### config.mk
export PLATFORM = sky130hd
export DESIGN_NAME = cior_bank
export DESIGN_NICKNAME = d
export VERILOG_FILES = /design/src/verilog/cior_pkg.sv /design/src/verilog/cior_pin_mux.sv /design/src/verilog/cior_bank.sv
export SDC_FILE = /design/constraint.sdc
export NUM_CORES = 1
export LEC_CHECK = 0
export BUFFER_PORTS_ARGS = -buffer_cell sky130_fd_sc_hd__buf_2
export CELL_PAD_IN_SITES_DETAIL_PLACEMENT = 0
export CELL_PAD_IN_SITES_GLOBAL_PLACEMENT = 1
export CORE_ASPECT_RATIO = 2
export CORE_MARGIN = 5
export CORE_UTILIZATION = 44
export DETAILED_ROUTE_END_ITERATION = 10
export PLACE_DENSITY_LB_ADDON = 0.1
export SETUP_SLACK_MARGIN = 0.15
export SYNTH_ARGS = -nofsm -noshare
export SYNTH_HDL_FRONTEND = slang
export SYNTH_SLANG_ARGS = --single-unit
### constraint.sdc
create_clock -name core_clk -period 1.4 [get_ports core_clk]
set_input_delay 0.21 -clock core_clk [delete_from_list [all_inputs] [get_ports core_clk]]
set_output_delay 0.21 -clock core_clk [all_outputs]
set_load 0.05 [all_outputs]
### src/verilog/cior_pkg.sv
// Purpose: Shared constants for the configuration I/O RAM bank.
// Assumes: Byte-wide registers at 16-bit byte addresses; one system clock.
// Notes:   Table entries are indexed 0..CIOR_NREG-1; index order matches every array.
package cior_pkg;

    localparam int          CIOR_NREG  = 12;
    localparam int          CIOR_IDX_W = 4;

    // Sequential alias window bounds
    localparam logic [15:0] CIOR_ALIAS_LO = 16'h2000;
    localparam logic [15:0] CIOR_ALIAS_HI = 16'h20ff;
    localparam logic [15:0] CIOR_PRIM_LO  = 16'h2100;

    // Primary byte address of each entry
    localparam logic [15:0] CIOR_PRI [CIOR_NREG] = '{
        16'h2106, 16'h2107, 16'h2108, 16'h2109, 16'h210a, 16'h210b,
        16'h2456, 16'h2458, 16'h2502, 16'h251d, 16'h270b, 16'h2200};

    // Alias byte address (valid only where CIOR_HAS_ALIAS is set)
    localparam logic [15:0] CIOR_ALIAS [CIOR_NREG] = '{
        16'h2000, 16'h2001, 16'h2002, 16'h2003, 16'h2004, 16'h2005,
        16'h2021, 16'h2023, 16'h0000, 16'h0000, 16'h0000, 16'h0000};
    localparam logic [CIOR_NREG-1:0] CIOR_HAS_ALIAS = 12'h0ff;

    // Bits that have storage; all others read zero
    localparam logic [7:0] CIOR_IMPL [CIOR_NREG] = '{
        8'hef, 8'h1f, 8'hff, 8'h3f, 8'hff, 8'hff,
        8'hdf, 8'hd0, 8'h3f, 8'h0f, 8'h01, 8'hff};

    // Write-only bits; stored, but read as zero
    localparam logic [7:0] CIOR_WO [CIOR_NREG] = '{
        8'h00, 8'h00, 8'h00, 8'h00, 8'h00, 8'h00,
        8'h00, 8'h00, 8'h00, 8'h00, 8'h00, 8'h08};

    // Values loaded on reset and on wake
    localparam logic [7:0] CIOR_RST [CIOR_NREG] = '{
        8'h00, 8'h00, 8'h00, 8'h00, 8'h00, 8'h00,
        8'h00, 8'h00, 8'h00, 8'h00, 8'h00, 8'h00};
    localparam logic [7:0] CIOR_WK [CIOR_NREG] = '{
        8'h00, 8'h00, 8'h00, 8'h00, 8'h00, 8'h00,
        8'h00, 8'h00, 8'h00, 8'h00, 8'h00, 8'h00};

    // Battery-backed entries: neither reset nor wake touches them
    localparam logic [CIOR_NREG-1:0] CIOR_NV = 12'h300;

    // Named entries
    localparam int          CIOR_IDX_EQU   = 0;
    localparam int          CIOR_IDX_DIO0  = 6;
    localparam int          CIOR_IDX_NV0   = 8;
    localparam int          CIOR_IDX_WO    = 11;

    // Field positions
    localparam int          CIOR_EQU_LSB   = 5;
    localparam int          CIOR_EEX_LSB   = 6;

    // Special-function register mirror of the pin-control entry
    localparam logic [7:0]  CIOR_SFR_DIO0  = 8'ha2;

    // Pin-mode encodings
    localparam logic [1:0]  CIOR_EEX_TWO_WIRE   = 2'h1;
    localparam logic [1:0]  CIOR_EEX_THREE_WIRE = 2'h2;

endpackage : cior_pkg

### src/verilog/cior_pin_mux.sv
// Purpose: Steers general pins two and three between plain I/O and the EEPROM link.
// Assumes: Pin inputs are asynchronous to core_clk.
// Notes:   Outputs are registered, so a mode change reaches the pins one edge later.
`timescale 1ns/1ps
module cior_pin_mux (
    input  wire logic       core_clk,
    input  wire logic       rst_n,
    input  wire logic [1:0] eeprom_pin_mode_select,
    input  wire logic       gpio_two_out,
    input  wire logic       gpio_two_oe,
    input  wire logic       gpio_three_out,
    input  wire logic       gpio_three_oe,
    input  wire logic       serial_eeprom_clock,
    input  wire logic       serial_eeprom_data_out,
    input  wire logic       serial_eeprom_data_oe,
    input  wire logic       general_io_pin_two_in,
    input  wire logic       general_io_pin_three_in,
    output logic            general_io_pin_two_out,
    output logic            general_io_pin_two_oe,
    output logic            general_io_pin_three_out,
    output logic            general_io_pin_three_oe,
    output logic            gpio_two_in,
    output logic            gpio_three_in,
    output logic            serial_eeprom_data_in
);

    logic       ee_sel;
    logic [1:0] meta;

    // Either serial mode takes both pins; the link shares one pin pair
    assign ee_sel = (eeprom_pin_mode_select == cior_pkg::CIOR_EEX_TWO_WIRE) ||
                    (eeprom_pin_mode_select == cior_pkg::CIOR_EEX_THREE_WIRE);

    // Output steering, clock on pin two and data on pin three
    always_ff @(posedge core_clk or negedge rst_n) begin
        if (!rst_n) begin
            general_io_pin_two_out   <= 1'b0;
            general_io_pin_two_oe    <= 1'b0;
            general_io_pin_three_out <= 1'b0;
            general_io_pin_three_oe  <= 1'b0;
        end else if (ee_sel) begin
            general_io_pin_two_out   <= serial_eeprom_clock;
            general_io_pin_two_oe    <= 1'b1;
            general_io_pin_three_out <= serial_eeprom_data_out;
            general_io_pin_three_oe  <= serial_eeprom_data_oe;
        end else begin
            general_io_pin_two_out   <= gpio_two_out;
            general_io_pin_two_oe    <= gpio_two_oe;
            general_io_pin_three_out <= gpio_three_out;
            general_io_pin_three_oe  <= gpio_three_oe;
        end
    end

    // Two-stage synchronisers; first stage feeds only the second
    always_ff @(posedge core_clk or negedge rst_n) begin
        if (!rst_n) begin
            meta          <= 2'h0;
            gpio_two_in   <= 1'b0;
            gpio_three_in <= 1'b0;
        end else begin
            meta          <= {general_io_pin_three_in, general_io_pin_two_in};
            gpio_two_in   <= meta[0];
            gpio_three_in <= meta[1];
        end
    end

    // Data input seen by the link, taken behind the second stage so the
    // first stage fans out to one flop only
    always_ff @(posedge core_clk or negedge rst_n) begin
        if (!rst_n) begin
            serial_eeprom_data_in <= 1'b0;
        end else begin
            serial_eeprom_data_in <= gpio_three_in;
        end
    end

    property p_pin_mode;
        @(posedge core_clk) disable iff (!rst_n)
        (eeprom_pin_mode_select == cior_pkg::CIOR_EEX_TWO_WIRE)
            |=> (general_io_pin_two_out == $past(serial_eeprom_clock)) &&
                general_io_pin_two_oe &&
                (general_io_pin_three_out == $past(serial_eeprom_data_out));
    endproperty
    a_pin_mode: assert property (p_pin_mode)
        else $error("pins two and three not carrying eeprom link in mode 01");

endmodule : cior_pin_mux

### src/verilog/cior_bank.sv
// Purpose: Configuration I/O RAM bank with alias window, SFR mirror and pin steering.
// Assumes: Core accesses arrive on core_clk; wake and power events are core_clk pulses.
// Notes:   Battery-backed entries have no reset and survive reset, wake and backed power loss.
// Function
// Pin-mode 01 turns pins two, three serial
// Three-wire link shares same clock, data pins
// Reset restarts core, loads all defaults; the battery-backed entries keep their contents instead
// 0x2000 window aliases fields above 0x2100
// Unimplemented bits ignore writes, read zero
// Software writes zero to reserved bits
// Nonvolatile bits survive power loss with battery
// Write-only bits always read zero
// Writable bits take reset and wake values
// Some bits mirrored into SFR space
// Wake keeps nonvolatile contents intact
// Alias write visible next read elsewhere
// Single-cycle access, write effective next cycle
`timescale 1ns/1ps
module cior_bank (
    input  wire logic        core_clk,
    input  wire logic        rst_n,
    input  wire logic [15:0] cpu_addr,
    input  wire logic        cpu_rd,
    input  wire logic        cpu_wr,
    input  wire logic [7:0]  cpu_wdata,
    output logic [7:0]       cpu_rdata,
    output logic             cpu_rvalid,
    input  wire logic [7:0]  sfr_addr,
    input  wire logic        sfr_rd,
    input  wire logic        sfr_wr,
    input  wire logic [7:0]  sfr_wdata,
    output logic [7:0]       sfr_rdata,
    input  wire logic        wake_pulse,
    input  wire logic        power_fail,
    input  wire logic        battery_present,
    output logic             core_restart,
    output logic [1:0]       eeprom_pin_mode_select,
    output logic [2:0]       meter_equation_select,
    input  wire logic        gpio_two_out,
    input  wire logic        gpio_two_oe,
    input  wire logic        gpio_three_out,
    input  wire logic        gpio_three_oe,
    input  wire logic        serial_eeprom_clock,
    input  wire logic        serial_eeprom_data_out,
    input  wire logic        serial_eeprom_data_oe,
    output logic             gpio_two_in,
    output logic             gpio_three_in,
    output logic             serial_eeprom_data_in,
    input  wire logic        general_io_pin_two_in,
    input  wire logic        general_io_pin_three_in,
    output logic             general_io_pin_two_out,
    output logic             general_io_pin_two_oe,
    output logic             general_io_pin_three_out,
    output logic             general_io_pin_three_oe
);

    localparam int N  = cior_pkg::CIOR_NREG;
    localparam int IW = cior_pkg::CIOR_IDX_W;

    // Entry index must be wide enough for the table
    if (N > (1 << IW)) begin : g_bad_idx_w
        $error("index width too small for entry count");
    end

    logic [7:0]    bank [N];
    logic          hit;
    logic [IW-1:0] idx;
    logic          sfr_hit;
    logic [N-1:0]  wr_en;
    logic [7:0]    wr_val [N];

    // Address decode: both the primary and the alias address select one entry
    always_comb begin
        hit = 1'b0;
        idx = '0;
        for (int i = 0; i < N; i++) begin
            if ((cpu_addr == cior_pkg::CIOR_PRI[i]) ||
                (cior_pkg::CIOR_HAS_ALIAS[i] && (cpu_addr == cior_pkg::CIOR_ALIAS[i]))) begin
                hit = 1'b1;
                idx = IW'(i);
            end
        end
    end

    assign sfr_hit = (sfr_addr == cior_pkg::CIOR_SFR_DIO0);

    // Core port wins if it writes the mirrored entry in the same cycle as the SFR port
    always_comb begin
        for (int i = 0; i < N; i++) begin
            wr_val[i] = (cpu_wr && hit && (idx == IW'(i))) ? cpu_wdata : sfr_wdata;
            wr_en[i] = (cpu_wr && hit && (idx == IW'(i))) ||
                       (sfr_wr && sfr_hit && (i == cior_pkg::CIOR_IDX_DIO0));
        end
    end

    // One storage byte per entry; unimplemented positions are masked off
    // at write so they never hold a one. Reserved bits are stored as written,
    // software is expected to keep them zero.
    for (genvar g = 0; g < N; g++) begin : g_entry
        logic [7:0] q;
        if (cior_pkg::CIOR_NV[g]) begin : g_nv
            // No reset: battery-backed content must outlive reset and wake
            always_ff @(posedge core_clk) begin
                if (power_fail && !battery_present) begin
                    q <= '0;
                end else if (wr_en[g]) begin
                    q <= wr_val[g] & cior_pkg::CIOR_IMPL[g];
                end
            end
        end else begin : g_vol
            always_ff @(posedge core_clk or negedge rst_n) begin
                if (!rst_n) begin
                    q <= cior_pkg::CIOR_RST[g] & cior_pkg::CIOR_IMPL[g];
                end else if (wake_pulse) begin
                    q <= cior_pkg::CIOR_WK[g] & cior_pkg::CIOR_IMPL[g];
                end else if (wr_en[g]) begin
                    q <= wr_val[g] & cior_pkg::CIOR_IMPL[g];
                end
            end
        end
        assign bank[g] = q;
    end

    // Read port: one cycle, write-only and unmapped bits return zero
    always_ff @(posedge core_clk or negedge rst_n) begin
        if (!rst_n) begin
            cpu_rdata  <= 8'h00;
            cpu_rvalid <= 1'b0;
        end else begin
            cpu_rvalid <= cpu_rd;
            if (cpu_rd) begin
                cpu_rdata <= hit ? (bank[idx] & cior_pkg::CIOR_IMPL[idx] &
                                    ~cior_pkg::CIOR_WO[idx]) : 8'h00;
            end
        end
    end

    // SFR mirror read, same latency as the core port
    always_ff @(posedge core_clk or negedge rst_n) begin
        if (!rst_n) begin
            sfr_rdata <= 8'h00;
        end else if (sfr_rd) begin
            sfr_rdata <= sfr_hit ? (bank[cior_pkg::CIOR_IDX_DIO0] &
                                    cior_pkg::CIOR_IMPL[cior_pkg::CIOR_IDX_DIO0]) : 8'h00;
        end
    end

    // Core restart strobe held while reset is asserted, released one edge after
    always_ff @(posedge core_clk or negedge rst_n) begin
        if (!rst_n) begin
            core_restart <= 1'b1;
        end else begin
            core_restart <= 1'b0;
        end
    end

    // Field outputs registered here so every top output comes from a flop
    always_ff @(posedge core_clk or negedge rst_n) begin
        if (!rst_n) begin
            eeprom_pin_mode_select <= 2'h0;
            meter_equation_select  <= 3'h0;
        end else begin
            eeprom_pin_mode_select <=
                bank[cior_pkg::CIOR_IDX_DIO0][cior_pkg::CIOR_EEX_LSB +: 2];
            meter_equation_select  <=
                bank[cior_pkg::CIOR_IDX_EQU][cior_pkg::CIOR_EQU_LSB +: 3];
        end
    end

    // Pin steering between general I/O and the serial EEPROM link
    cior_pin_mux u_pin_mux (
        .core_clk                (core_clk),
        .rst_n                   (rst_n),
        .eeprom_pin_mode_select  (eeprom_pin_mode_select),
        .gpio_two_out            (gpio_two_out),
        .gpio_two_oe             (gpio_two_oe),
        .gpio_three_out          (gpio_three_out),
        .gpio_three_oe           (gpio_three_oe),
        .serial_eeprom_clock     (serial_eeprom_clock),
        .serial_eeprom_data_out  (serial_eeprom_data_out),
        .serial_eeprom_data_oe   (serial_eeprom_data_oe),
        .general_io_pin_two_in   (general_io_pin_two_in),
        .general_io_pin_three_in (general_io_pin_three_in),
        .general_io_pin_two_out  (general_io_pin_two_out),
        .general_io_pin_two_oe   (general_io_pin_two_oe),
        .general_io_pin_three_out(general_io_pin_three_out),
        .general_io_pin_three_oe (general_io_pin_three_oe),
        .gpio_two_in             (gpio_two_in),
        .gpio_three_in           (gpio_three_in),
        .serial_eeprom_data_in   (serial_eeprom_data_in)
    );

    property p_alias_read;
        @(posedge core_clk) disable iff (!rst_n)
        (cpu_rd && (cpu_addr == cior_pkg::CIOR_ALIAS[0]))
            |=> (cpu_rdata == ($past(bank[0]) & cior_pkg::CIOR_IMPL[0]));
    endproperty
    a_alias_read: assert property (p_alias_read)
        else $error("alias read differs from stored field");

    property p_unmapped;
        @(posedge core_clk) disable iff (!rst_n)
        (cpu_rd && !hit) |=> (cpu_rdata == 8'h00);
    endproperty
    a_unmapped: assert property (p_unmapped)
        else $error("unmapped read returned nonzero");

    property p_wo_zero;
        @(posedge core_clk) disable iff (!rst_n)
        (cpu_rd && (cpu_addr == cior_pkg::CIOR_PRI[cior_pkg::CIOR_IDX_WO]))
            |=> ((cpu_rdata & cior_pkg::CIOR_WO[cior_pkg::CIOR_IDX_WO]) == 8'h00);
    endproperty
    a_wo_zero: assert property (p_wo_zero)
        else $error("write-only bit read back nonzero");

    property p_wr_next;
        @(posedge core_clk) disable iff (!rst_n)
        (cpu_wr && (cpu_addr == cior_pkg::CIOR_PRI[1]) && !wake_pulse)
            |=> (bank[1] == ($past(cpu_wdata) & cior_pkg::CIOR_IMPL[1]));
    endproperty
    a_wr_next: assert property (p_wr_next)
        else $error("write not stored by next cycle");

    property p_rd_lat;
        @(posedge core_clk) disable iff (!rst_n)
        (cpu_rd |=> cpu_rvalid) and (!cpu_rd |=> !cpu_rvalid);
    endproperty
    a_rd_lat: assert property (p_rd_lat)
        else $error("read answer not one cycle after request");

    property p_wake_load;
        @(posedge core_clk) disable iff (!rst_n)
        wake_pulse |=> (bank[0] == (cior_pkg::CIOR_WK[0] & cior_pkg::CIOR_IMPL[0]));
    endproperty
    a_wake_load: assert property (p_wake_load)
        else $error("wake value not loaded");

    property p_nv_wake;
        @(posedge core_clk) disable iff (!rst_n)
        (wake_pulse && !power_fail && !wr_en[cior_pkg::CIOR_IDX_NV0])
            |=> $stable(bank[cior_pkg::CIOR_IDX_NV0]);
    endproperty
    a_nv_wake: assert property (p_nv_wake)
        else $error("nonvolatile entry changed on wake");

    property p_nv_batt;
        @(posedge core_clk) disable iff (!rst_n)
        (power_fail && battery_present && !wr_en[cior_pkg::CIOR_IDX_NV0])
            |=> $stable(bank[cior_pkg::CIOR_IDX_NV0]);
    endproperty
    a_nv_batt: assert property (p_nv_batt)
        else $error("backed nonvolatile entry lost on power fail");

    property p_alias_cross;
        @(posedge core_clk) disable iff (!rst_n)
        (cpu_wr && (cpu_addr == cior_pkg::CIOR_ALIAS[2]) && !wake_pulse)
            ##1 (!cpu_wr && !wake_pulse)
            ##1 (cpu_rd && (cpu_addr == cior_pkg::CIOR_PRI[2]) && !cpu_wr && !wake_pulse)
            |=> (cpu_rdata == $past(cpu_wdata, 3));
    endproperty
    a_alias_cross: assert property (p_alias_cross)
        else $error("alias write not visible at primary address");

    property p_sfr_mirror;
        @(posedge core_clk) disable iff (!rst_n)
        (sfr_rd && sfr_hit) |=> (sfr_rdata == ($past(bank[cior_pkg::CIOR_IDX_DIO0]) &
                                 cior_pkg::CIOR_IMPL[cior_pkg::CIOR_IDX_DIO0]));
    endproperty
    a_sfr_mirror: assert property (p_sfr_mirror)
        else $error("SFR mirror differs from stored entry");

endmodule : cior_bank

=== After elaboration in Yosys (flattened, before gate mapping) ===
Memories as Yosys holds them, arrays and structs flattened.
Cells that the tools add are included.

* Bits in registers: 122
* Latch bits: 0
* Memory bits (writable): 0
* Memory bits (read-only): 256
* Output and inout bits: 30
* Word-level logic and storage cells: 161
* Memories: 2

{| class="wikitable"
|+ Memory list
! memory !! words !! bits a word !! rd ports !! clocked after memory_dff !! write ports !! line !! RTL
|-
| (name not given) || 16 || 8 || 1 || 0 || 0 || cior_bank.sv:133 || <nowiki>~cior_pkg::CIOR_WO[idx]) : 8'h00;</nowiki>
|-
| (name not given) || 16 || 8 || 1 || 0 || 0 || cior_bank.sv:132 || <nowiki>cpu_rdata <= hit ? (bank[idx] & cior_pkg::CIOR_IMPL[idx] &</nowiki>
|}

* Add/sub/neg operators: 0
* Multiply operators: 0
* Div/mod/pow operators: 0
* Order comparisons: 1
* Eq/ne operators: 34
* Shifts and indexed selects: 0
* Multiplexer cells: 57
* Bitwise logic cells: 4
* Reductions and logical operators: 37

{| class="wikitable"
|+ Operators by type and width
! kind !! number
|-
| equality test 16 x 14 -> 1 bit, second input constant || 20
|-
| 2-to-1 mux 8 bit || 29
|-
| binary-select mux 8 bit (select 4 bit) || 1
|-
| nonzero test 2 bit || 10
|-
| 2-to-1 mux 1 bit || 17
|-
| AND 8 bit || 2
|-
| equality test 4 x 3 -> 1 bit, second input constant || 4
|-
| equality test 4 bit, second input constant || 4
|-
| 2-to-1 mux 4 bit || 4
|-
| logical AND 1 bit || 15
|-
| 2-to-1 mux 3 bit || 4
|-
| logical OR 1 bit || 10
|-
| equality test 4 x 2 -> 1 bit, second input constant || 2
|-
| equality test 8 bit, second input constant || 1
|-
| NOT 8 bit || 1
|-
| greater-or-equal comparator 5 bit, second input constant || 1
|-
| NOT 4 -> 5 bit || 1
|-
| equality test 4 x 1 -> 1 bit, second input constant || 1
|-
| zero test 4 bit || 1
|-
| 2-to-1 mux 2 bit || 2
|-
| equality test 2 x 1 -> 1 bit, second input constant || 1
|-
| equality test 2 bit, second input constant || 1
|-
| zero test 1 bit || 1
|}

=== Logic depth before layout (Yosys ltp) ===
Gate-level depths: netlist of the first run.

* Depth after elaboration: 20
* Depth in mapped cells: 12
* Gate-level depth less buffers: 11

=== Cells and area by module ===
A second synthesis of the first run with hierarchy kept.

* Cell total of the unflattened synthesis: 568
* Area, all modules: 5417.7 um2

{| class="wikitable"
|+ By module, submodules not included
! module !! times used !! cells each !! area each (um2) !! sequential area each (um2)
|-
| cior_bank || 1 || 554 || 5136.2 || 2278.4
|-
| cior_pin_mux || 1 || 14 || 281.5 || 225.2
|}

=== Least setup slack after synthesis of the first run ===
Ideal clock, no wire load.

* Kind: input-to-reg
* From: input cpu_addr[10]
* To: register g_entry[6].q[1]
* Setup time: 76 ps
* Arrival time: 2515 ps
* Data required time: 1324 ps
* Path slack: -1191 ps
* Stages: 11
* Path buffers: 2
* Cells stage by stage: buf_6 -> or4_1 -> o22ai_1 -> a21oi_1 -> o21bai_2 -> ha_1 -> nand3_4 -> and2_1 -> buf_6 -> or2_4 -> o21ai_1

* Word-level cells in the longest chain between the ends: 19
* Elaborated cells on any way between the ends: 59

{| class="wikitable"
|+ Ends and longest elaborated chain
! item !! line !! RTL
|-
| from (decl) || cior_bank.sv:22 || <nowiki>input wire logic [15:0] cpu_addr,</nowiki>
|-
| equality test 16 x 14 -> 1 bit, on equally long branches || cior_bank.sv:77, cior_bank.sv:78 ||
|-
| logical OR 1 bit || cior_bank.sv:77 || <nowiki>if ((cpu_addr == cior_pkg::CIOR_PRI[i]) ||</nowiki>
|-
| 2-to-1 mux 1 bit (12 in series) || cior_bank.sv:77 ||
|-
| logical AND 1 bit || cior_bank.sv:90, cior_bank.sv:91 ||
|-
| logical AND 1 bit (*) || cior_bank.sv:90, cior_bank.sv:91 ||
|-
| 2-to-1 mux 8 bit || cior_bank.sv:90 || <nowiki>wr_val[i] = (cpu_wr && hit && (idx == IW'(i))) ? cpu_wdata : sfr_wdata;</nowiki>
|-
| 2-to-1 mux 8 bit || cior_bank.sv:116 || <nowiki>end else if (wr_en[g]) begin</nowiki>
|-
| 2-to-1 mux 8 bit || cior_bank.sv:114 || <nowiki>end else if (wake_pulse) begin</nowiki>
|-
| to (signal assigned) || cior_bank.sv:113 || <nowiki>q <= cior_pkg::CIOR_RST[g] & cior_pkg::CIOR_IMPL[g];</nowiki>
|-
| to (signal assigned) || cior_bank.sv:115 || <nowiki>q <= cior_pkg::CIOR_WK[g] & cior_pkg::CIOR_IMPL[g];</nowiki>
|-
| to (signal assigned) || cior_bank.sv:117 || <nowiki>q <= wr_val[g] & cior_pkg::CIOR_IMPL[g];</nowiki>
|-
| to (decl) || cior_bank.sv:100 || <nowiki>logic [7:0] q;</nowiki>
|}

Every way passes the cells marked *; elsewhere a longest branch is shown, timed or not. The select of a mux whose other input is x is not followed.
A chain may end at the register's enable or synchronous reset.

=== Worst setup path after layout of the first run ===
* From: input cpu_addr[4]
* To: register cpu_rdata[0]

* Word-level cells in the longest chain between the ends: 20
* Elaborated cells on any way between the ends: 65

{| class="wikitable"
|+ Ends and longest elaborated chain
! item !! line !! RTL
|-
| equality test 16 x 14 -> 1 bit, on equally long branches || cior_bank.sv:77, cior_bank.sv:78 ||
|-
| logical OR 1 bit || cior_bank.sv:77 ||
|-
| 2-to-1 mux 1 bit || cior_bank.sv:77 ||
|-
| 2-to-1 mux 2 bit (2 in series) || cior_bank.sv:77 ||
|-
| 2-to-1 mux 3 bit (4 in series) || cior_bank.sv:77 ||
|-
| 2-to-1 mux 4 bit (4 in series) || cior_bank.sv:77 ||
|-
| NOT 4 -> 5 bit (implied by the code) || cior_bank.sv:132, cior_bank.sv:133 ||
|-
| memory read (16 x 8 bit), or another cell as far along || -- ||
|-
| 2-to-1 mux 8 bit, on equally long branches (2 in series) || cior_bank.sv:132, cior_bank.sv:133 ||
|-
| AND 8 bit / NOT 8 bit (equally long branches) || cior_bank.sv:132, cior_bank.sv:133 ||
|-
| AND 8 bit || cior_bank.sv:132 ||
|-
| 2-to-1 mux 8 bit (*) || cior_bank.sv:132 ||
|-
| to (signal assigned) || cior_bank.sv:132 ||
|-
| to (decl) || cior_bank.sv:26 || <nowiki>output logic [7:0] cpu_rdata,</nowiki>
|}

Marks and branches as above.

==> impl_metrics.env, run 1 <==
export IMPL_synthSimpleGateAreaFrac_pct=22.91
export IMPL_wl_per_cell_um=21.37
export IMPL_drtAntennaViolNets=0
export IMPL_drive_above_1_share_pct=50.62
export IMPL_numPortBuffers=85
export IMPL_grt_first_pass_wirelength_mm=31.95
export IMPL_num_rows=58
export IMPL_antenna_found_initial=0
export IMPL_gp_congestion=0.9414
export IMPL_synth_seq_cells=102
export IMPL_synth_cells=604
export IMPL_synthMuxAreaShare_pct=10.39
export IMPL_drv_slew=0
export IMPL_synthFlopType="dfrtp_1"
export IMPL_dp_slack_ns=-1.260
export IMPL_viasPerCell=5.672
export IMPL_yosysSeqAreaShare_pct=44.34
export IMPL_grt_overflow=0
export IMPL_drt_iter0_markers=257
export IMPL_synth_area_um2=5647
export IMPL_insertedDiodeCount=0
export IMPL_final_common_cell="buf_4"
export IMPL_period_minus_slack_ns=2.145
export IMPL_avgSynthCellArea_um2=9.349
export IMPL_cp_max_fo=6
export IMPL_peakVddDrop_v=0.0008849
export IMPL_fillers=1061
export IMPL_worstRegToRegCells=4
export IMPL_violations="setup timing"
export IMPL_tns_ns=-50.46
export IMPL_cts_sinks=102
export IMPL_power_density_nw_per_um2=737.6
export IMPL_dp_hpwl_mm=15.51
export IMPL_die_y_um=170.2
export IMPL_core_area_um2=12630
export IMPL_slew_headroom_pct=50.88
export IMPL_r2r_slack_ns=0.07
export IMPL_cts_root_buf="clkbuf_16"
export IMPL_cts_made_buffers=9
export IMPL_synth_top_family_by_area="simple AND/OR/NAND/NOR gates"
export IMPL_insertion_delay_ns=0.36
export IMPL_clock_fmax_mhz=466.1
export IMPL_clkTransAtPathRegs_ns=0.08
export IMPL_cts_tree="done"
export IMPL_die_w_um=90.11
export IMPL_max_cap_violations=0
export IMPL_crit_path_end_kind="flip-flop"
export IMPL_firstDrtPassIters=4
export IMPL_seq_area_um2=2506
export IMPL_final_cells=958
export IMPL_routed_wl_mm=20.47
export IMPL_synth_fa_ha_area_share_pct=1.329
export IMPL_synth_cell_types=84
export IMPL_grt_usage_pct=26.79
export IMPL_worstSetupPathType="in2reg"
export IMPL_vias=5434
export IMPL_grt_start_max_net_pins=55
export IMPL_setup_viol=79
export IMPL_ctsHtreeMaxLevel=3
export IMPL_place_inst=909
export IMPL_rsz0062_at_grt="yes"
export IMPL_rr_endpoint="cpu_rdata[3]"
export IMPL_final_nets=867
export IMPL_dieArea_um2=15340
export IMPL_drc_errors=0
export IMPL_cts_buffer_depth=2
export IMPL_tightest_slew_ns=0.7368
export IMPL_worst_slack_ns=-0.7454
export IMPL_synth_async_sr_flop_share_pct=90.20
export IMPL_yosysWarnings=0
export IMPL_critPathLaunchType="input pin"
export IMPL_finalPower_mw=6.291
export IMPL_synth_edf_count=0
export IMPL_grt_pass1_vias=5711
export IMPL_hold_violations=0
export IMPL_initial_core_util_pct=44.72
export IMPL_ios=88
export IMPL_synth_xor_area_share_pct=0.1551
export IMPL_synth_compound_area_share_pct=15.67
export IMPL_worst_ep_required_time_ns=1.63
export IMPL_period_share_pct=153.2
export IMPL_cp_endpoint="cpu_rdata[0]"
export IMPL_crit_start="cpu_addr[4]"
export IMPL_final_util_pct=67.55
export IMPL_mostFrequentLayoutCells="buf_4 (108), dfrtp_1 (89), nand2_1 (80)"
export IMPL_leakagePower_nw=3.810
export IMPL_r2r_start="g_entry[11].q[3]"
export IMPL_multi_input_area_um2=3651
export IMPL_area_growth_syn_to_layout_pct=51.05
export IMPL_arrival_ns=2.37
export IMPL_hp_class="in2reg"
export IMPL_status="finished, violations left"
export IMPL_clock_skew_ns=0.01204
==> flip-flops by register name (all words and copies together), names as in the netlist <==
| register | flops |
|---|---|
| u_pin_mux.gpio_two_in | 1 |
| g_entry.q | 71 |
| u_pin_mux.general_io_pin_three_oe | 1 |
| u_pin_mux.general_io_pin_three_out | 1 |
| meter_equation_select | 3 |
| cpu_rdata | 8 |
| core_restart | 1 |
| sfr_rdata | 7 |
| u_pin_mux.serial_eeprom_data_in | 1 |
| cpu_rvalid | 1 |
| eeprom_pin_mode_select | 2 |
| u_pin_mux.general_io_pin_two_out | 1 |
| u_pin_mux.general_io_pin_two_oe | 1 |
| u_pin_mux.gpio_three_in | 1 |
| u_pin_mux.meta | 2 |
==> worst min-delay path by stage <==
stage / startpoint / to / cells after the start / slack [ns]
finish: gpio_two_oe / u_pin_mux.general_io_pin_two_oe / 2 / 0.04
global route: gpio_two_oe / u_pin_mux.general_io_pin_two_oe / 2 / 0.03
CTS: gpio_two_oe / u_pin_mux.general_io_pin_two_oe / 2 / 0.03
detailed placement: rst_n / g_entry[6].q[6] / 1 / 0.13
global placement: rst_n / g_entry[6].q[6] / 1 / 0.13
floorplan: rst_n / cpu_rdata[0] / 0 / -0.09
==> synthesized netlist by cell type, types with 4 or more instances <==
master | count | area (um2)
nand2_1 | 115 | 431.7
dfrtp_1 | 91 | 2277
a21oi_1 | 62 | 310.3
mux2i_1 | 44 | 440.4
nand3_1 | 35 | 175.2
nor2_1 | 30 | 112.6
clkbuf_1 | 23 | 86.33
inv_1 | 18 | 67.56
dfxtp_1 | 10 | 200.2
o22ai_1 | 10 | 62.56
mux2_2 | 9 | 101.4
buf_4 | 8 | 60.06
o21ai_1 | 8 | 40.04
and3_1 | 7 | 43.79
nand2b_1 | 7 | 43.79
ha_1 | 6 | 75.07
nand4_1 | 6 | 37.54
a211oi_1 | 5 | 37.54
a21o_1 | 4 | 30.03
mux2_1 | 4 | 45.04
nor2b_1 | 4 | 25.02
nor3_1 | 4 | 20.02
==> power by group <==
part | internal [mW] | switching (mW)
Combinational | 0.298 | 0.472
Clock | 1.26 | 1.25
Sequential | 2.99 | 0.0286
==> worst max-delay path, cell delays in order <==
cell and delay [ns]:
buf_8 0.10, or4_4 0.55, nor3_4 0.23, buf_6 0.14
nand2_4 0.04, o21bai_4 0.17, buf_4 0.18, ha_4 0.19
o21ai_4 0.07, o211ai_1 0.12, buf_4 0.14, o21bai_1 0.12
a21oi_1 0.09
==> per-stage QoR <==
step                hold slack [ns]  cell area, um2
floorplan                  -0.08559            5878
global placement             0.1267            7101
detailed placement           0.1344            7101
CTS                         0.03337            8170
global route                0.02819            8529
finish                      0.03760            8529
==> kinds of logic after synthesis <==
group / Yosys count
muxes: 57
and+or+nand+nor: 248
xor gates and xnor gates: 1
AOI/OAI and AO/OA: 131
buffers and inverters: 58
DFF: 102
adders and majority gates: 6
other: 1
==> area by class of cell <==
type                    instances  area share (%)
flip-flops and latches        102           29.38
multi-input cells             445           42.80
repair buffers                226           21.18
inverters                      19          0.8948
clock buffers                   9           2.640
clock inverters                 7          0.8948
well taps                     150           2.200
==> timing repair <==
action	4_1_cts	5_1_grt
endpoints found under the setup margin	81	82
hold endpoints to repair	22	0
setup buffers	17	13
resized for setup	147	63
pin swaps	75	54
hold buffers	3	0
==> routing by layer <==
layer / track usage [%] / routed length, um / vias to the layer above
met5: 0 / 0 / -
met2: 50.26 / 11500 / 127
met1: 27.63 / 7159 / 2712
met3: 4.157 / 649 / 52
met4: 15.75 / 1163 / 0
li1: - / - / 2543
Power figures use the tool's default switching activity.
==> inputs of run 2 (changes only) <==
--- a/config.mk
+++ b/config.mk
@@ -10,7 +10,7 @@
 export CELL_PAD_IN_SITES_GLOBAL_PLACEMENT = 1
 export CORE_ASPECT_RATIO = 2
 export CORE_MARGIN = 5
-export CORE_UTILIZATION = 44
+export CORE_UTILIZATION = 40
 export DETAILED_ROUTE_END_ITERATION = 10
 export PLACE_DENSITY_LB_ADDON = 0.1
 export SETUP_SLACK_MARGIN = 0.15
==> constraint.sdc (replaced) <==
create_clock -name core_clk -period 2.63 [get_ports core_clk]
set_input_delay 0.3945 -clock core_clk [delete_from_list [all_inputs] [get_ports core_clk]]
set_output_delay 0.3945 -clock core_clk [all_outputs]
set_load 0.05 [all_outputs]
==> run 2 against run 1 <==
- the run now ends clean
- global-route usage is 3.7 points lower
- worst setup slack better by 0.93 ns
- cell area is 10% lower
- combinational power is 54% lower
- hold slack better by 0.10 ns
- clock power is 44% lower
- first-iteration DRC count is 24% higher
- die area is 9.1% higher
- sequential share of layout area is 3.3 points higher
- via count is 3.8% lower
- non-clock buffer count is 23 lower
- sequential power is 47% lower
- critical path type unchanged
- critical endpoint is now cpu_rdata[2]
==> impl_metrics.env, run 2 (synthesis gave the netlist of run 1 again) <==
export IMPL_top_usage_layer="met2"
export IMPL_clkTransAtPathRegs_ns=0.08
export IMPL_antenna_found_initial=0
export IMPL_die_w_um=94.02
export IMPL_drc_errors=0
export IMPL_viasPerCell=5.370
export IMPL_arrival_ns=2.71
export IMPL_insertion_delay_ns=0.36
export IMPL_ctsHtreeMaxLevel=3
export IMPL_clock_skew_ns=0.01054
export IMPL_dp_slack_ns=-0.2894
export IMPL_tightest_slew_ns=0.7065
export IMPL_place_inst=942
export IMPL_final_cells=974
export IMPL_area_growth_syn_to_layout_pct=35.52
export IMPL_grt_overflow=0
export IMPL_firstDrtPassIters=4
export IMPL_grt_pass1_vias=5380
export IMPL_tns_ns=0
export IMPL_use_met2_pct=45.80
export IMPL_drv_slew=0
export IMPL_critPathLaunchType="input pin"
export IMPL_worst_slack_ns=0.1808
export IMPL_initial_core_util_pct=40.65
export IMPL_wl_per_cell_um=19.55
export IMPL_num_rows=61
export IMPL_cts_buffer_depth=2
export IMPL_ios=88
export IMPL_vias=5230
export IMPL_largest_register="g_entry.q"
export IMPL_leakagePower_nw=3.559
export IMPL_gp_congestion=0.8628
export IMPL_core_area_um2=13890
export IMPL_crit_chain="buf_4 > and4b_1 > a211oi_2 > o22ai_4 > a211o_4 > buf_12 > ha_4 > o21ai_4 > o211ai_1 > or3_1 > o31ai_2"
export IMPL_cpMaxStageDelayCell="or3_1"
export IMPL_grt_first_pass_wirelength_mm=29.07
export IMPL_min_from="general_io_pin_two_in"
export IMPL_period_minus_slack_ns=2.449
export IMPL_clock_fmax_mhz=408.3
export IMPL_cts_made_buffers=9
export IMPL_cts_root_buf="clkbuf_16"
export IMPL_mostFrequentLayoutCells="buf_4 (114), nand2_1 (110), dfrtp_1 (91)"
export IMPL_crit_path_end_kind="flip-flop"
export IMPL_final_common_cell="buf_4"
export IMPL_rsz0062_at_grt="yes"
export IMPL_reg_top3="g_entry.q: 71 flops, cpu_rdata: 8 flops, sfr_rdata: 7 flops"
export IMPL_period_share_pct=93.13
export IMPL_cp_max_fo=9
export IMPL_cts_tree="done"
export IMPL_slew_headroom_pct=52.81
export IMPL_hold_slack_ns=0.1392
export IMPL_grt_use_met1_pct=23.83
export IMPL_max_stage_delay_ns=0.41
export IMPL_dieArea_um2=16740
export IMPL_crit_start="cpu_addr[3]"
export IMPL_drtAntennaViolNets=0
export IMPL_dp_hpwl_mm=14.87
export IMPL_peakVddDrop_v=0.0003073
export IMPL_drive_above_1_share_pct=37.32
export IMPL_final_nets=844
export IMPL_largest_reg_flops=71
export IMPL_routed_wl_mm=19.04
export IMPL_worstSetupPathType="in2reg"
export IMPL_r2r_start="g_entry[6].q[2]"
export IMPL_power_density_nw_per_um2=440.5
export IMPL_finalPower_mw=3.371
export IMPL_max_cap_violations=0
export IMPL_met3_usage_pct=3.250
export IMPL_r2r_slack_ns=1.22
export IMPL_worst_ep_required_time_ns=2.89
export IMPL_die_y_um=178.0
export IMPL_grt_start_max_net_pins=90
export IMPL_cts_sinks=102
export IMPL_status="complete, no violations"
export IMPL_grt_usage_pct=23.11
export IMPL_setup_viol=0
export IMPL_hold_violations=0
export IMPL_insertedDiodeCount=0
export IMPL_fillers=1348
export IMPL_numPortBuffers=85
export IMPL_hp_class="in2reg"
export IMPL_drt_iter0_markers=318
==> run 2: through the flow <==
stage / utilization, % / cell area (um2)
floorplan: - / 5783
global placement: 50.52 / 7018
detailed placement: 50.52 / 7018
CTS: 52.95 / 7356
global route: 55.09 / 7652
finish: 55.09 / 7652
==> run 2: area by class of cell <==
type	instances	area [um2]	share of cell area, %
Timing Repair Buffer	203	1400	18.30
Clock buffer	9	225.2	2.943
Tap cell	189	236.5	3.090
Inverter	19	73.82	0.9647
Sequential cell	102	2504	32.72
Clock inverter	7	88.84	1.161
Multi-Input combinational cell	445	3124	40.83
==> run 2: worst max-delay path, delay by kind of cell <==
family	cells	cell delay (ns)
adder cells (fa/ha/maj)	1	0.20
AO/OA/AOI/OAI	6	1.19
AND/OR/NAND/NOR	2	0.64
buffers and inverters	2	0.28
==> run 2: power breakdown <==
part	switching, mW	internal, mW	leakage [nW]
sequential	0.0139	1.59	1.33
combinational	0.232	0.125	2.07
clock	0.649	0.762	0.155
total	0.895	2.48	3.56
==> run 2: path summary, 6_finish.rpt <==
kind	to	depth (start not counted)
min in group asynchronous	sfr_rdata[3]	2
max in group asynchronous	g_entry[11].q[6]	3
hold / removal	u_pin_mux.meta[0]	1
hold reg to reg	u_pin_mux.gpio_two_in	0
setup reg to reg	cpu_rdata[2]	5
setup / recovery	cpu_rdata[2]	11
==> run 2: repair_timing <==
item                                    CTS  global route
hold buffers                              1             0
pin swaps                                 2            14
endpoints found under the setup margin   23            54
hold endpoints to repair                  3             0
gates resized for setup                   3            46
buffers inserted                          1            14
==> run 2: per-layer routing <==
metal  routed length [um]  vias to the layer above
li1                     -                     2491
met1                 6781                     2564
met2                10860                      142
met3                  735                       33
met4                  669                        0
met5                    0                        -
==> inputs of run 3 (changes only) <==
--- a/config.mk
+++ b/config.mk
@@ -16,4 +16,5 @@
 export SETUP_SLACK_MARGIN = 0.15
 export SYNTH_ARGS = -nofsm -noshare
 export SYNTH_HDL_FRONTEND = slang
+export SYNTH_HIERARCHICAL = 1
 export SYNTH_SLANG_ARGS = --single-unit
==> run 3 against run 2 <==
- synthesized cell count down 6.0%
- core utilization down 2.0 points
- via count down 9.4%
- largest power group unchanged
- highest routed layer unchanged
==> impl_metrics.env, run 3 <==
export IMPL_status="complete, no violations"
export IMPL_viasPerCell=5.382
export IMPL_place_inst=860
export IMPL_worst_slack_ns=0.2222
export IMPL_max_cap_violations=0
export IMPL_cts_made_buffers=9
export IMPL_whs_endpoint="u_pin_mux/meta[1]"
export IMPL_largest_register="g_entry.q"
export IMPL_grt_first_pass_wirelength_mm=27.10
export IMPL_vias=4736
export IMPL_holdPathStages=1
export IMPL_worst_ep_required_time_ns=2.85
export IMPL_min_from="general_io_pin_three_in"
export IMPL_peakVddDrop_v=0.0003550
export IMPL_yosysSeqAreaShare_pct=46.21
export IMPL_synth_area_leaders="dfrtp_1 (42%), mux2i_1 (11%), nand2_1 (5.8%), dfxtp_1 (3.7%), a21oi_1 (3.6%)"
export IMPL_die_w_um=92.29
export IMPL_synth_top_cell_area_share_pct=42.03
export IMPL_final_cells=880
export IMPL_rsz0062_at_grt="yes"
export IMPL_rr_endpoint="cpu_rdata[3]"
export IMPL_core_area_um2=13360
export IMPL_final_nets=784
export IMPL_synth_cells=568
export IMPL_critPathLaunchType="input pin"
export IMPL_synth_async_sr_flop_share_pct=90.20
export IMPL_clkTransAtPathRegs_ns=0.09
export IMPL_drive_above_1_share_pct=32.00
export IMPL_finalPower_mw=3.245
export IMPL_synthFlopType="dfrtp_1"
export IMPL_drt_iter0_markers=209
export IMPL_insertion_delay_ns=0.36
export IMPL_yosys_area_top_type="dfrtp_1"
export IMPL_area_growth_syn_to_layout_pct=30.83
export IMPL_avgSynthCellArea_um2=9.538
export IMPL_antenna_found_initial=0
export IMPL_hp_class="in2reg"
export IMPL_hold_violations=0
export IMPL_worstRegToRegCells=4
export IMPL_grt_overflow=0
export IMPL_synth_seq_cells=102
export IMPL_clock_fmax_mhz=415.3
export IMPL_tightest_slew_ns=0.6653
export IMPL_ctsHtreeMaxLevel=3
export IMPL_num_rows=60
export IMPL_firstDrtPassIters=6
export IMPL_gp_congestion=0.8728
export IMPL_routed_wl_mm=17.26
export IMPL_synth_area_um2=5418
export IMPL_clock_skew_ns=0.01569
export IMPL_cts_sinks=102
export IMPL_insertedDiodeCount=0
export IMPL_cts_buffer_depth=2
export IMPL_final_common_cell="dfrtp_1"
export IMPL_drtAntennaViolNets=0
export IMPL_r2r_slack_ns=1.23
export IMPL_cp_max_fo=12
export IMPL_mostFrequentLayoutCells="dfrtp_1 (91), buf_4 (85), buf_2 (84)"
export IMPL_synth_cell_types=65
export IMPL_grt_start_max_net_pins=63
export IMPL_slew_headroom_pct=55.56
export IMPL_cp_depth=10
export IMPL_arrival_ns=2.63
export IMPL_dp_hpwl_mm=13.44
export IMPL_final_util_pct=53.04
export IMPL_initial_core_util_pct=40.54
export IMPL_dieArea_um2=16110
export IMPL_yosysMostFrequentCell="dfrtp_1"
export IMPL_power_density_nw_per_um2=457.8
export IMPL_path_buf_inv=2
export IMPL_numPortBuffers=85
export IMPL_dp_slack_ns=-0.3012
export IMPL_grt_pass1_vias=4878
export IMPL_max_stage_delay_ns=0.37
export IMPL_drc_errors=0
export IMPL_synth_edf_count=0
export IMPL_wl_per_cell_um=19.61
export IMPL_cts_tree="done"
export IMPL_die_y_um=174.6
export IMPL_period_share_pct=91.55
export IMPL_period_minus_slack_ns=2.408
export IMPL_cpMaxStageDelayCell="a221o_1"
export IMPL_synth_top_cells_by_count="dfrtp_1 (91), nand2_1 (84), mux2i_1 (61)"
export IMPL_ios=88
export IMPL_worstSetupPathType="in2reg"
export IMPL_grt_usage_pct=21.92
export IMPL_crit_path_end_kind="flip-flop"
export IMPL_drv_slew=0
export IMPL_setup_viol=0
export IMPL_r2r_start="g_entry[6].q[3]"
export IMPL_leakagePower_nw=3.427
export IMPL_yosysWarnings=6
export IMPL_crit_family="compound AO/OA/AOI/OAI gates"
export IMPL_reg_top3="g_entry.q: 71 flops, cpu_rdata: 8 flops, sfr_rdata: 7 flops"
export IMPL_cts_root_buf="clkbuf_16"
export IMPL_largest_reg_flops=71
export IMPL_crit_chain="buf_2 > nor4_4 > o211ai_1 > a211o_1 > and4b_1 > buf_4 > nor2b_1 > a221o_1 > a31oi_1 > a21oi_1"
run 3: cell count changes in the layout (fill, tap and decap cells not counted), moves of 9 or more:
cell     previous run  this run
a21oi_1            60        38
buf_4             114        85
inv_1              18         9
mux2i_1            43        60
nand2_1           110        83
nand3_1            34        17
nor2_1             30        52
run 3: power by group:
part / internal, mW / switching (mW) / total [mW]
registers: 1.57 / 0.00219 / 1.58
clock network: 0.694 / 0.705 / 1.40
logic: 0.0964 / 0.173 / 0.270
total: 2.36 / 0.881 / 3.25
run 3: worst reg2reg max path, delay by kind of cell, from the launching register on:
| kind | cells | cell delay [ns] |
|---|---|---|
| AOI/OAI and AO/OA | 3 | 0.59 |
| DFF | 1 | 0.41 |
| muxes | 1 | 0.28 |
run 3: what timing repair did:
| item | in CTS | in global routing |
|---|---|---|
| resized for setup | 6 | 16 |
| hold buffers | 1 | 0 |
| hold endpoints to repair | 30 | 0 |
| setup endpoints to repair | 18 | 49 |
| setup buffers | 0 | 3 |
| pin swaps | 0 | 3 |
run 3: worst max-delay path by stage:
| stage | slack [ns] | end | from |
|---|---|---|---|
| global placement | -0.28 | cpu_rdata[2] | cpu_addr[6] |
| CTS | 0.16 | cpu_rdata[0] | cpu_addr[6] |
| global route | 0.15 | cpu_rdata[3] | cpu_addr[5] |
| detailed placement | -0.30 | cpu_rdata[2] | cpu_addr[6] |
| finish | 0.22 | cpu_rdata[3] | cpu_addr[5] |
| floorplan | 0.17 | g_entry[11].q[1] | cpu_addr[6] |
run 3: logic make-up after synthesis:
logic type / count (synthesis) / share of synthesized area [%]
buffers and inverters: 51 / 4.134
other: 1 / 0.06922
adder cells (fa/ha/maj): 6 / 1.386
XOR/XNOR: 2 / 0.4620
multiplexers: 72 / 13.63
AO/OA/AOI/OAI: 106 / 12.70
AND/OR/NAND/NOR: 228 / 21.41
flip-flops: 102 / 46.21
run 3: metrics by stage:
stage	setup TNS (ns)	area (um2)	hold slack, ns
floorplan	0	5429	0.09891
global placement	-10.89	6656	0.3341
detailed placement	-13.62	6656	0.3381
CTS	0	7008	0.1224
global route	0	7088	0.1243
finish	0	7088	0.1390
run 3: layout make-up:
cell class | count | area (um2)
inverter | 11 | 41.29
tap | 155 | 193.9
sequential | 102 | 2504
fill | 1303 | 6275
clock inverter | 7 | 93.84
multi-input combinational | 416 | 2770
timing repair buffer | 180 | 1260
clock buffer | 9 | 225.2
run 3: metal layers:
metal / part of all wire (%) / global-route usage, % / vias up
met5: 0 / 0 / -
met4: 3.9 / 8.995 / 0
met3: 3.5 / 3.447 / 34
met2: 55 / 41.12 / 113
met1: 38 / 24.04 / 2261
li1: - / - / 2328
